<file path="config.mk">
export PLATFORM = sky130hd
export DESIGN_NAME = dsmw_encoder
export DESIGN_NICKNAME = d
export VERILOG_FILES = /design/src/hdl/dsmw_pkg.sv /design/src/hdl/dsmw_encoder.sv
export VERILOG_INCLUDE_DIRS = /design/src /design/src/hdl
export SDC_FILE = /design/constraint.sdc
export NUM_CORES = 1
export LEC_CHECK = 0
export BUFFER_PORTS_ARGS = -buffer_cell sky130_fd_sc_hd__buf_2
export CAP_MARGIN = 5
export CORE_MARGIN = 4
export CORE_UTILIZATION = 35
export CTS_BUF_LIST = sky130_fd_sc_hd__clkbuf_8
export CTS_CLUSTER_SIZE = 16
export DETAILED_ROUTE_END_ITERATION = 7
export MAX_ROUTING_LAYER = met4
export SETUP_SLACK_MARGIN = 0.15
export SYNTH_ARGS = -nofsm -noshare
export SYNTH_HDL_FRONTEND = slang
export SYNTH_SLANG_ARGS = --single-unit
export TNS_END_PERCENT = 50
</file>
<file path="constraint.sdc">
create_clock -name clk_i -period 2.5 [get_ports clk_i]
set_input_delay 0 -clock clk_i [delete_from_list [all_inputs] [get_ports clk_i]]
set_output_delay 0 -clock clk_i [all_outputs]
set_load 0.02 [all_outputs]
</file>
<file path="src/hdl/dsmw_cfg.svh">
// Timing, format and field constants of the sector write encoder
`ifndef DSMW_CFG_SVH
`define DSMW_CFG_SVH

// System clock rate
`define DSMW_CLK_MHZ 200

// Bit cell times in ns: MFM cell and the plain FM cell it halves
`define DSMW_MFM_CELL_NS 2000
`define DSMW_FM_CELL_NS 4000
`define DSMW_CELL_CYC ((`DSMW_MFM_CELL_NS * `DSMW_CLK_MHZ) / 1000)

// Pre-compensation shift of a reversal
`define DSMW_PRECOMP_NS 250
`define DSMW_PRECOMP_CYC ((`DSMW_PRECOMP_NS * `DSMW_CLK_MHZ) / 1000)

// Sector layout, lengths in bytes; the flush length in cells
`define DSMW_PRE_LEN 9'd32
`define DSMW_SYNC_LEN 9'd1
`define DSMW_HDR_LEN 9'd2
`define DSMW_DATA_LEN 9'd256
`define DSMW_CRC_LEN 9'd2
`define DSMW_POST_LEN 9'd18
`define DSMW_FLUSH_CELLS 3'd2

// Fixed byte values
`define DSMW_SYNC_BYTE 8'h01
`define DSMW_FILL_BYTE 8'h00

// Check character: CRC-16-CCITT, preset to all ones
`define DSMW_CRC_POLY 16'h1021
`define DSMW_CRC_PRESET 16'hffff

// Data buffer shape
`define DSMW_BUF_DEPTH 2
`define DSMW_BYTE_W 8

`endif

</file>
<file path="src/hdl/dsmw_pkg.sv">
// Types of the sector write encoder
`default_nettype none
package dsmw_pkg;

   typedef enum logic [2:0] {
      ST_IDLE  = 3'b000,
      ST_PRE   = 3'b001,
      ST_SYNC  = 3'b010,
      ST_HDR   = 3'b011,
      ST_DATA  = 3'b100,
      ST_CRC   = 3'b101,
      ST_POST  = 3'b110,
      ST_FLUSH = 3'b111
   } dsmw_state_type;

   // Three-cell look window around the cell being written
   typedef struct packed {
      logic prev;
      logic cur;
      logic nxt;
   } dsmw_window_type;

   // Flux side outputs toward the drive write electronics
   typedef struct packed {
      logic gate;
      logic pulse;
      logic early;
      logic late;
   } dsmw_flux_type;

endpackage : dsmw_pkg
`default_nettype wire

</file>
<file path="src/hdl/dsmw_encoder.sv">
// Sector formatter, CRC generator, MFM encoder and write pre-compensation
`timescale 1ns/1ps
`default_nettype none
`include "dsmw_cfg.svh"

module dsmw_encoder #(
   parameter int CELL_CYC = `DSMW_CELL_CYC,
   parameter int PRECOMP_CYC = `DSMW_PRECOMP_CYC,
   parameter int BUF_DEPTH = `DSMW_BUF_DEPTH
) (
   // Clock and reset
   input wire logic clk_i,
   input wire logic rstn_i,
   // Sector request
   input wire logic start_i,
   input wire logic [15:0] header_i,
   input wire logic inner_track_zone_flag_i,
   output logic busy_o,
   output logic done_o,
   output logic underrun_o,
   // Data byte stream from the controller
   input wire logic data_valid_i,
   input wire logic [7:0] data_i,
   output logic data_ready_o,
   // Drive write side
   output dsmw_pkg::dsmw_flux_type flux_o,
   output logic [15:0] sector_check_character_o
);

   localparam int MID_CYC = CELL_CYC / 2;
   localparam int CW = $clog2(CELL_CYC);
   localparam int PW = $clog2(BUF_DEPTH);

   // Shapes the cell counter and buffer pointers cannot serve
   if (CELL_CYC < 4 || PRECOMP_CYC < 1
       || PRECOMP_CYC >= MID_CYC) begin : g_bad_cell
      $error("dsmw_encoder: cell or shift count out of range");
   end
   if (BUF_DEPTH < 2
       || (BUF_DEPTH & (BUF_DEPTH - 1)) != 0) begin : g_bad_buf
      $error("dsmw_encoder: buffer depth must be a power of two >= 2");
   end

   ////////////////////////////////////////////////////////////////////////
   // Data buffer: keeps words while the formatter is between byte loads

   logic [7:0] buf_mem_ff [BUF_DEPTH];
   logic [7:0] nxt_buf_mem [BUF_DEPTH];
   logic [PW-1:0] buf_wr_ff, nxt_buf_wr;
   logic [PW-1:0] buf_rd_ff, nxt_buf_rd;
   logic [PW:0] buf_cnt_ff, nxt_buf_cnt;
   logic buf_out_valid;
   logic buf_pop;
   logic buf_push;

   assign data_ready_o = (buf_cnt_ff != (PW+1)'(BUF_DEPTH));
   assign buf_out_valid = (buf_cnt_ff != '0);
   assign buf_push = data_valid_i && data_ready_o;

   always_comb begin
      nxt_buf_mem = buf_mem_ff;
      nxt_buf_wr = buf_wr_ff;
      nxt_buf_rd = buf_rd_ff;
      nxt_buf_cnt = buf_cnt_ff;
      if (buf_push) begin
         nxt_buf_mem[buf_wr_ff] = data_i;
         nxt_buf_wr = buf_wr_ff + 1'b1;
      end
      if (buf_pop) begin
         nxt_buf_rd = buf_rd_ff + 1'b1;
      end
      if (buf_push && !buf_pop) begin
         nxt_buf_cnt = buf_cnt_ff + 1'b1;
      end else if (!buf_push && buf_pop) begin
         nxt_buf_cnt = buf_cnt_ff - 1'b1;
      end
   end

   always_ff @(posedge clk_i or negedge rstn_i) begin
      if (!rstn_i) begin
         for (int i = 0; i < BUF_DEPTH; i++) begin
            buf_mem_ff[i] <= 8'h00;
         end
         buf_wr_ff <= '0;
         buf_rd_ff <= '0;
         buf_cnt_ff <= '0;
      end else begin
         buf_mem_ff <= nxt_buf_mem;
         buf_wr_ff <= nxt_buf_wr;
         buf_rd_ff <= nxt_buf_rd;
         buf_cnt_ff <= nxt_buf_cnt;
      end
   end

   ////////////////////////////////////////////////////////////////////////
   // Sector formatter: one bit per cell into the look window

   dsmw_pkg::dsmw_state_type st_ff, nxt_st;
   logic [CW-1:0] cell_ff, nxt_cell;
   logic [8:0] byte_cnt_ff, nxt_byte_cnt;
   logic [2:0] bit_cnt_ff, nxt_bit_cnt;
   logic [7:0] sh_ff, nxt_sh;
   logic [15:0] hdr_ff, nxt_hdr;
   logic [15:0] crc_ff, nxt_crc;
   dsmw_pkg::dsmw_window_type win_ff, nxt_win;
   logic under_ff, nxt_under;
   logic done_ff, nxt_done;
   logic tick;
   logic [8:0] sec_len;
   logic [7:0] load_byte;
   logic out_bit;

   assign tick = (cell_ff == CW'(CELL_CYC - 1));
   assign busy_o = (st_ff != dsmw_pkg::ST_IDLE);
   assign done_o = done_ff;
   assign underrun_o = under_ff;
   assign sector_check_character_o = crc_ff;

   // A data byte is taken from the buffer at the first cell of each byte
   assign buf_pop = tick && (st_ff == dsmw_pkg::ST_DATA)
                    && (bit_cnt_ff == 3'd0) && buf_out_valid;

   always_comb begin
      unique case (st_ff)
         dsmw_pkg::ST_PRE: sec_len = `DSMW_PRE_LEN;
         dsmw_pkg::ST_SYNC: sec_len = `DSMW_SYNC_LEN;
         dsmw_pkg::ST_HDR: sec_len = `DSMW_HDR_LEN;
         dsmw_pkg::ST_DATA: sec_len = `DSMW_DATA_LEN;
         dsmw_pkg::ST_CRC: sec_len = `DSMW_CRC_LEN;
         dsmw_pkg::ST_POST: sec_len = `DSMW_POST_LEN;
         dsmw_pkg::ST_IDLE, dsmw_pkg::ST_FLUSH: sec_len = 9'd1;
      endcase
   end

   always_comb begin
      load_byte = `DSMW_FILL_BYTE;
      unique case (st_ff)
         dsmw_pkg::ST_SYNC: load_byte = `DSMW_SYNC_BYTE;
         dsmw_pkg::ST_HDR: begin
            load_byte = (byte_cnt_ff == 9'd0) ? hdr_ff[15:8] : hdr_ff[7:0];
         end
         // Underrun writes fill: the disc cannot wait for the controller
         dsmw_pkg::ST_DATA: begin
            load_byte = buf_out_valid ? buf_mem_ff[buf_rd_ff] : 8'h00;
         end
         dsmw_pkg::ST_CRC: begin
            load_byte = (byte_cnt_ff == 9'd0) ? crc_ff[15:8] : crc_ff[7:0];
         end
         dsmw_pkg::ST_IDLE, dsmw_pkg::ST_PRE, dsmw_pkg::ST_POST,
         dsmw_pkg::ST_FLUSH: load_byte = `DSMW_FILL_BYTE;
      endcase
      out_bit = (bit_cnt_ff == 3'd0) ? load_byte[7] : sh_ff[7];
   end

   always_comb begin
      nxt_st = st_ff;
      nxt_cell = cell_ff;
      nxt_byte_cnt = byte_cnt_ff;
      nxt_bit_cnt = bit_cnt_ff;
      nxt_sh = sh_ff;
      nxt_hdr = hdr_ff;
      nxt_crc = crc_ff;
      nxt_win = win_ff;
      nxt_under = under_ff;
      nxt_done = 1'b0;
      if (st_ff == dsmw_pkg::ST_IDLE) begin
         if (start_i) begin
            nxt_st = dsmw_pkg::ST_PRE;
            nxt_cell = '0;
            nxt_byte_cnt = 9'd0;
            nxt_bit_cnt = 3'd0;
            nxt_hdr = header_i;
            nxt_crc = `DSMW_CRC_PRESET;
            nxt_win = '0;
            nxt_under = 1'b0;
         end
      end else begin
         nxt_cell = tick ? '0 : cell_ff + 1'b1;
         if (tick) begin
            nxt_win.prev = win_ff.cur;
            nxt_win.cur = win_ff.nxt;
            nxt_win.nxt = (st_ff == dsmw_pkg::ST_FLUSH) ? 1'b0 : out_bit;
            if (st_ff == dsmw_pkg::ST_FLUSH) begin
               nxt_bit_cnt = bit_cnt_ff + 1'b1;
               if (bit_cnt_ff == `DSMW_FLUSH_CELLS - 3'd1) begin
                  nxt_st = dsmw_pkg::ST_IDLE;
                  nxt_done = 1'b1;
               end
            end else begin
               nxt_sh = (bit_cnt_ff == 3'd0) ? {load_byte[6:0], 1'b0}
                                             : {sh_ff[6:0], 1'b0};
               // Only data field bits enter the check register
               if (st_ff == dsmw_pkg::ST_DATA) begin
                  nxt_crc = {crc_ff[14:0], 1'b0}
                     ^ ((crc_ff[15] ^ out_bit) ? `DSMW_CRC_POLY
                                               : 16'h0000);
                  if (bit_cnt_ff == 3'd0 && !buf_out_valid) begin
                     nxt_under = 1'b1;
                  end
               end
               nxt_bit_cnt = bit_cnt_ff + 1'b1;
               if (bit_cnt_ff == 3'd7) begin
                  nxt_byte_cnt = byte_cnt_ff + 9'd1;
                  if (byte_cnt_ff == sec_len - 9'd1) begin
                     nxt_byte_cnt = 9'd0;
                     unique case (st_ff)
                        dsmw_pkg::ST_PRE: nxt_st = dsmw_pkg::ST_SYNC;
                        dsmw_pkg::ST_SYNC: nxt_st = dsmw_pkg::ST_HDR;
                        dsmw_pkg::ST_HDR: nxt_st = dsmw_pkg::ST_DATA;
                        dsmw_pkg::ST_DATA: nxt_st = dsmw_pkg::ST_CRC;
                        dsmw_pkg::ST_CRC: nxt_st = dsmw_pkg::ST_POST;
                        dsmw_pkg::ST_POST: nxt_st = dsmw_pkg::ST_FLUSH;
                        dsmw_pkg::ST_IDLE, dsmw_pkg::ST_FLUSH: nxt_st = st_ff;
                     endcase
                  end
               end
            end
         end
      end
   end

   always_ff @(posedge clk_i or negedge rstn_i) begin
      if (!rstn_i) begin
         st_ff <= dsmw_pkg::ST_IDLE;
         cell_ff <= '0;
         byte_cnt_ff <= 9'd0;
         bit_cnt_ff <= 3'd0;
         sh_ff <= 8'h00;
         hdr_ff <= 16'h0000;
         crc_ff <= `DSMW_CRC_PRESET;
         win_ff <= '0;
         under_ff <= 1'b0;
         done_ff <= 1'b0;
      end else begin
         st_ff <= nxt_st;
         cell_ff <= nxt_cell;
         byte_cnt_ff <= nxt_byte_cnt;
         bit_cnt_ff <= nxt_bit_cnt;
         sh_ff <= nxt_sh;
         hdr_ff <= nxt_hdr;
         crc_ff <= nxt_crc;
         win_ff <= nxt_win;
         under_ff <= nxt_under;
         done_ff <= nxt_done;
      end
   end

   ////////////////////////////////////////////////////////////////////////
   // MFM encoder with pre-compensation of data reversals

   dsmw_pkg::dsmw_flux_type flux_ff, nxt_flux;
   logic shift_early;
   logic shift_late;
   logic [CW-1:0] data_at;
   logic clock_rev;
   logic data_rev;

   assign flux_o = flux_ff;

   always_comb begin
      shift_early = inner_track_zone_flag_i
                    && win_ff.nxt && !win_ff.prev;
      shift_late = inner_track_zone_flag_i
                   && win_ff.prev && !win_ff.nxt;
      data_at = CW'(MID_CYC);
      if (shift_early) begin
         data_at = CW'(MID_CYC - PRECOMP_CYC);
      end else if (shift_late) begin
         data_at = CW'(MID_CYC + PRECOMP_CYC);
      end
      // Boundary reversal only between two zero cells
      clock_rev = (cell_ff == '0) && !win_ff.prev && !win_ff.cur;
      data_rev = win_ff.cur && (cell_ff == data_at);
      nxt_flux.gate = busy_o;
      nxt_flux.pulse = busy_o && (clock_rev || data_rev);
      nxt_flux.early = busy_o && win_ff.cur && shift_early;
      nxt_flux.late = busy_o && win_ff.cur && shift_late;
   end

   always_ff @(posedge clk_i or negedge rstn_i) begin
      if (!rstn_i) begin
         flux_ff <= '0;
      end else begin
         flux_ff <= nxt_flux;
      end
   end

endmodule : dsmw_encoder
`default_nettype wire

</file>
==> flow_summary.yaml <==
run_status:
  outcome: "finished, violations left"
  failed_checks: "setup timing"
route:
  vias_per_cell: 5.31
  dr.pass1.iters: 6
  drt_iter0_markers: 351
  vias: 4199
  drc_errors: 0
  wire_per_inst_um: 16.2
  drt-total-wl_um: 12800
  ant_nets: 0
timing:
  max_freq_mhz: 387
  worst_hold_slack_ns: 0.114
  fin_skew_ns: 0.0120
  finalCritPeriodShare_pct: 103
  rsz0062_at_grt: "true"
  hold_violations: 0
  final_max_slew_viol_count: 0
  tightest_slew_ns: 0.669
  post-route-min-period_ns: 2.59
  worst_slack_ns: -0.0869
  finalSetupViolCount: 6
  fin_setup_tns_ns: -0.433
  relSlewSlack_pct: 55.2
synthesis:
  synth_seq_cells: 92
  netlist_area_um2: 5030
  ys_seq_area_share_pct: 46.1
  ys_async_sr_fraction_pct: 100
  yosysWarnings: 0
  synth_edf_count: 0
  syn-num-nets: 536
  synth_area_per_cell_um2: 10.2
  syn_inst: 492
  ys.flop_type: "dfrtp_1"
  ys_types: 71
clocking:
  worst_skew_pair.late_latency_ns: 0.38
  numCtsBuffers: 9
  cts.clk_slew.worst_paths_ns: 0.09
  clock_sinks: 92
  cts_tree: "done"
  htree_levels: 3
  cts_root_buf: "clkbuf_8"
  clock_path_buffers: 2
power:
  leakage_nw: 2.77
  power_density_nw_per_um2: 511
  power.total_mw: 3.26
  max-vdd-ir-drop_mv: 0.256
floorplan:
  ios: 53
  std_cell_rows: 43
  die-height_um: 128
  die_w_um: 128
  start_util_pct: 36.0
  core_um2: 14000
  die-area_um2: 16400
setup_path:
  r2r_end: "byte_cnt_ff[4]"
  r2r_cells: 11
  worstPathCellList: "inv_2 -> ha_4 -> mux2i_2 -> ha_2 -> or3_1 -> o21ai_2 -> o2111ai_2 -> nor4b_4 -> buf_6 -> nor2_1 -> a32o_1"
  crit_type: "flop to flop"
  crit_path_end_kind: "flop"
  crit_path_start_kind: "flop"
  timing.rr.start: "st_ff[1]"
  worst-path-max-fanout: 5
  cp_slowest_stage_delay_ns: 0.46
  required_ns: 2.77
  crit_slowest_cell: "dfrtp_2"
  crit_arrival_ns: 2.85
  r2r_slack_ns: -0.09
finish:
  fillerInstances: 1339
  area.growth.synth_to_final_pct: 26.8
  final_cell_mix: "71 x dfrtp_1, 51 x buf_2, 41 x nand2_1, 41 x buf_4, 32 x o21ai_0"
  nets: 650
  layout-drive-gt1-share_pct: 33.2
  fin_util_pct: 45.6
  stdcell_count: 791
  multi_input_area_um2: 2590
  final_common_cell: "dfrtp_1"
  ff_latch_area_um2: 2330
  fin_area_um2: 6380
  antennaDiodeCount: 0
placed_design:
  place_hpwl_um: 9080
  dp_slack_ns: -0.122
  dpl.cell_count: 739
  gp_congestion: 0.904
  port-buffer-count: 52
  place_area_um2: 5710
grt:
  grt_pass1_wl_um: 21200
  grtUsageTotal_pct: 16.7
  grt_max_degree: 59
  antenna_found_initial: 0
  grt_pass1_vias: 4155
  grt_overflow: 0
hold_path:
  hold_path.class: "primary input to async pin"
run:
  drv_cap: 0
## power breakdown
group | switching (mW) | internal [mW] | total, mW
combinational | 0.191 | 0.254 | 0.444
sequential | 0.0939 | 1.65 | 1.74
clock | 0.556 | 0.521 | 1.08
## per-layer routing
metal	GRT usage (%)	wire length [µm]
met5	-	0
met4	5.12	214
met3	2.96	627
met2	25.9	6100
met1	22.4	5880
## critical path: cells and delay by family, from the launching register on
family	cells	cell delay (ns)
flip-flops	1	0.46
AND/OR/NAND/NOR	3	0.74
buffers and inverters	2	0.25
adder cells (fa/ha/maj)	2	0.49
multiplexers	1	0.06
AO/OA/AOI/OAI	3	0.46
## logic make-up (layout without fill, tap and decap cells)
logic type	after synthesis	in the layout	share of synthesized area [%]
multiplexers	49	49	10.5
flip-flops	92	92	46.1
buffers and inverters	50	169	4.85
AND/OR/NAND/NOR	147	147	16.4
XOR/XNOR	13	13	2.26
adder cells (fa/ha/maj)	15	15	3.73
AO/OA/AOI/OAI	126	126	16.1
## sequential cells by signal (all words and copies together), names as in the netlist, 4 cells and up
register,cells
byte_cnt_ff,9
cell_ff,9
flux_o,4
sector_check_character_o,16
sh_ff,7
buf_mem_ff,16
hdr_ff,16
## area by class of cell
| type | count | area share [%] |
|---|---|---|
| Clock inverter | 5 | 0.922 |
| Clock buffer | 11 | 2.37 |
| Timing Repair Buffer | 124 | 14.3 |
| Sequential cell | 92 | 36.5 |
| Inverter | 29 | 1.71 |
| Tap cell | 180 | 3.53 |
| Multi-Input combinational cell | 350 | 40.6 |
## cell usage after synthesis, types with 2 or more instances
master,n,area [µm²]
a2111oi_0,2,17.5
a21o_1,2,15.0
a21oi_1,19,95.1
a31oi_1,15,93.8
a32o_1,4,40.0
and2_1,2,12.5
and3_1,10,62.6
buf_1,2,7.51
buf_4,3,22.5
buf_6,5,56.3
clkbuf_1,9,33.8
dfrtp_1,76,1900
dfstp_2,16,420
ha_1,15,188
inv_1,29,109
mux2_2,30,338
mux2i_1,19,190
nand2_1,41,154
nand2b_1,3,18.8
nand3_1,11,55.1
nand3b_1,5,37.5
nor2_1,31,116
nor2b_1,7,43.8
nor3_1,9,45.0
nor3b_1,5,37.5
nor4b_4,2,47.6
o2111ai_1,2,17.5
o21a_1,2,15.0
o21ai_0,34,170
o21ai_1,7,35.0
o22ai_1,16,100
o31ai_1,6,45.0
or3_1,3,18.8
or4b_2,2,20.0
xnor2_1,7,61.3
xor2_1,6,52.6
## how the worst max path moves through the flow
stage,from,end,depth (start not counted)
final,st_ff[1],byte_cnt_ff[4],11
after global routing,st_ff[0],byte_cnt_ff[4],11
after CTS,st_ff[0],byte_cnt_ff[4],11
after detailed placement,st_ff[1],byte_cnt_ff[2],11
after global placement,st_ff[1],byte_cnt_ff[5],11
after floorplan,st_ff[1],byte_cnt_ff[5],10
## timing repair
| action | CTS | global route |
|---|---|---|
| gates cloned | 1 | 0 |
| endpoints found under the setup margin | 32 | 38 |
| gates resized for setup | 5 | 22 |
| buffers inserted | 1 | 6 |
| hold buffers | 28 | 0 |
| pin swaps | 4 | 9 |
| endpoints found under the hold margin | 70 | 0 |
No activity file was read; power rests on OpenSTA's default activity.
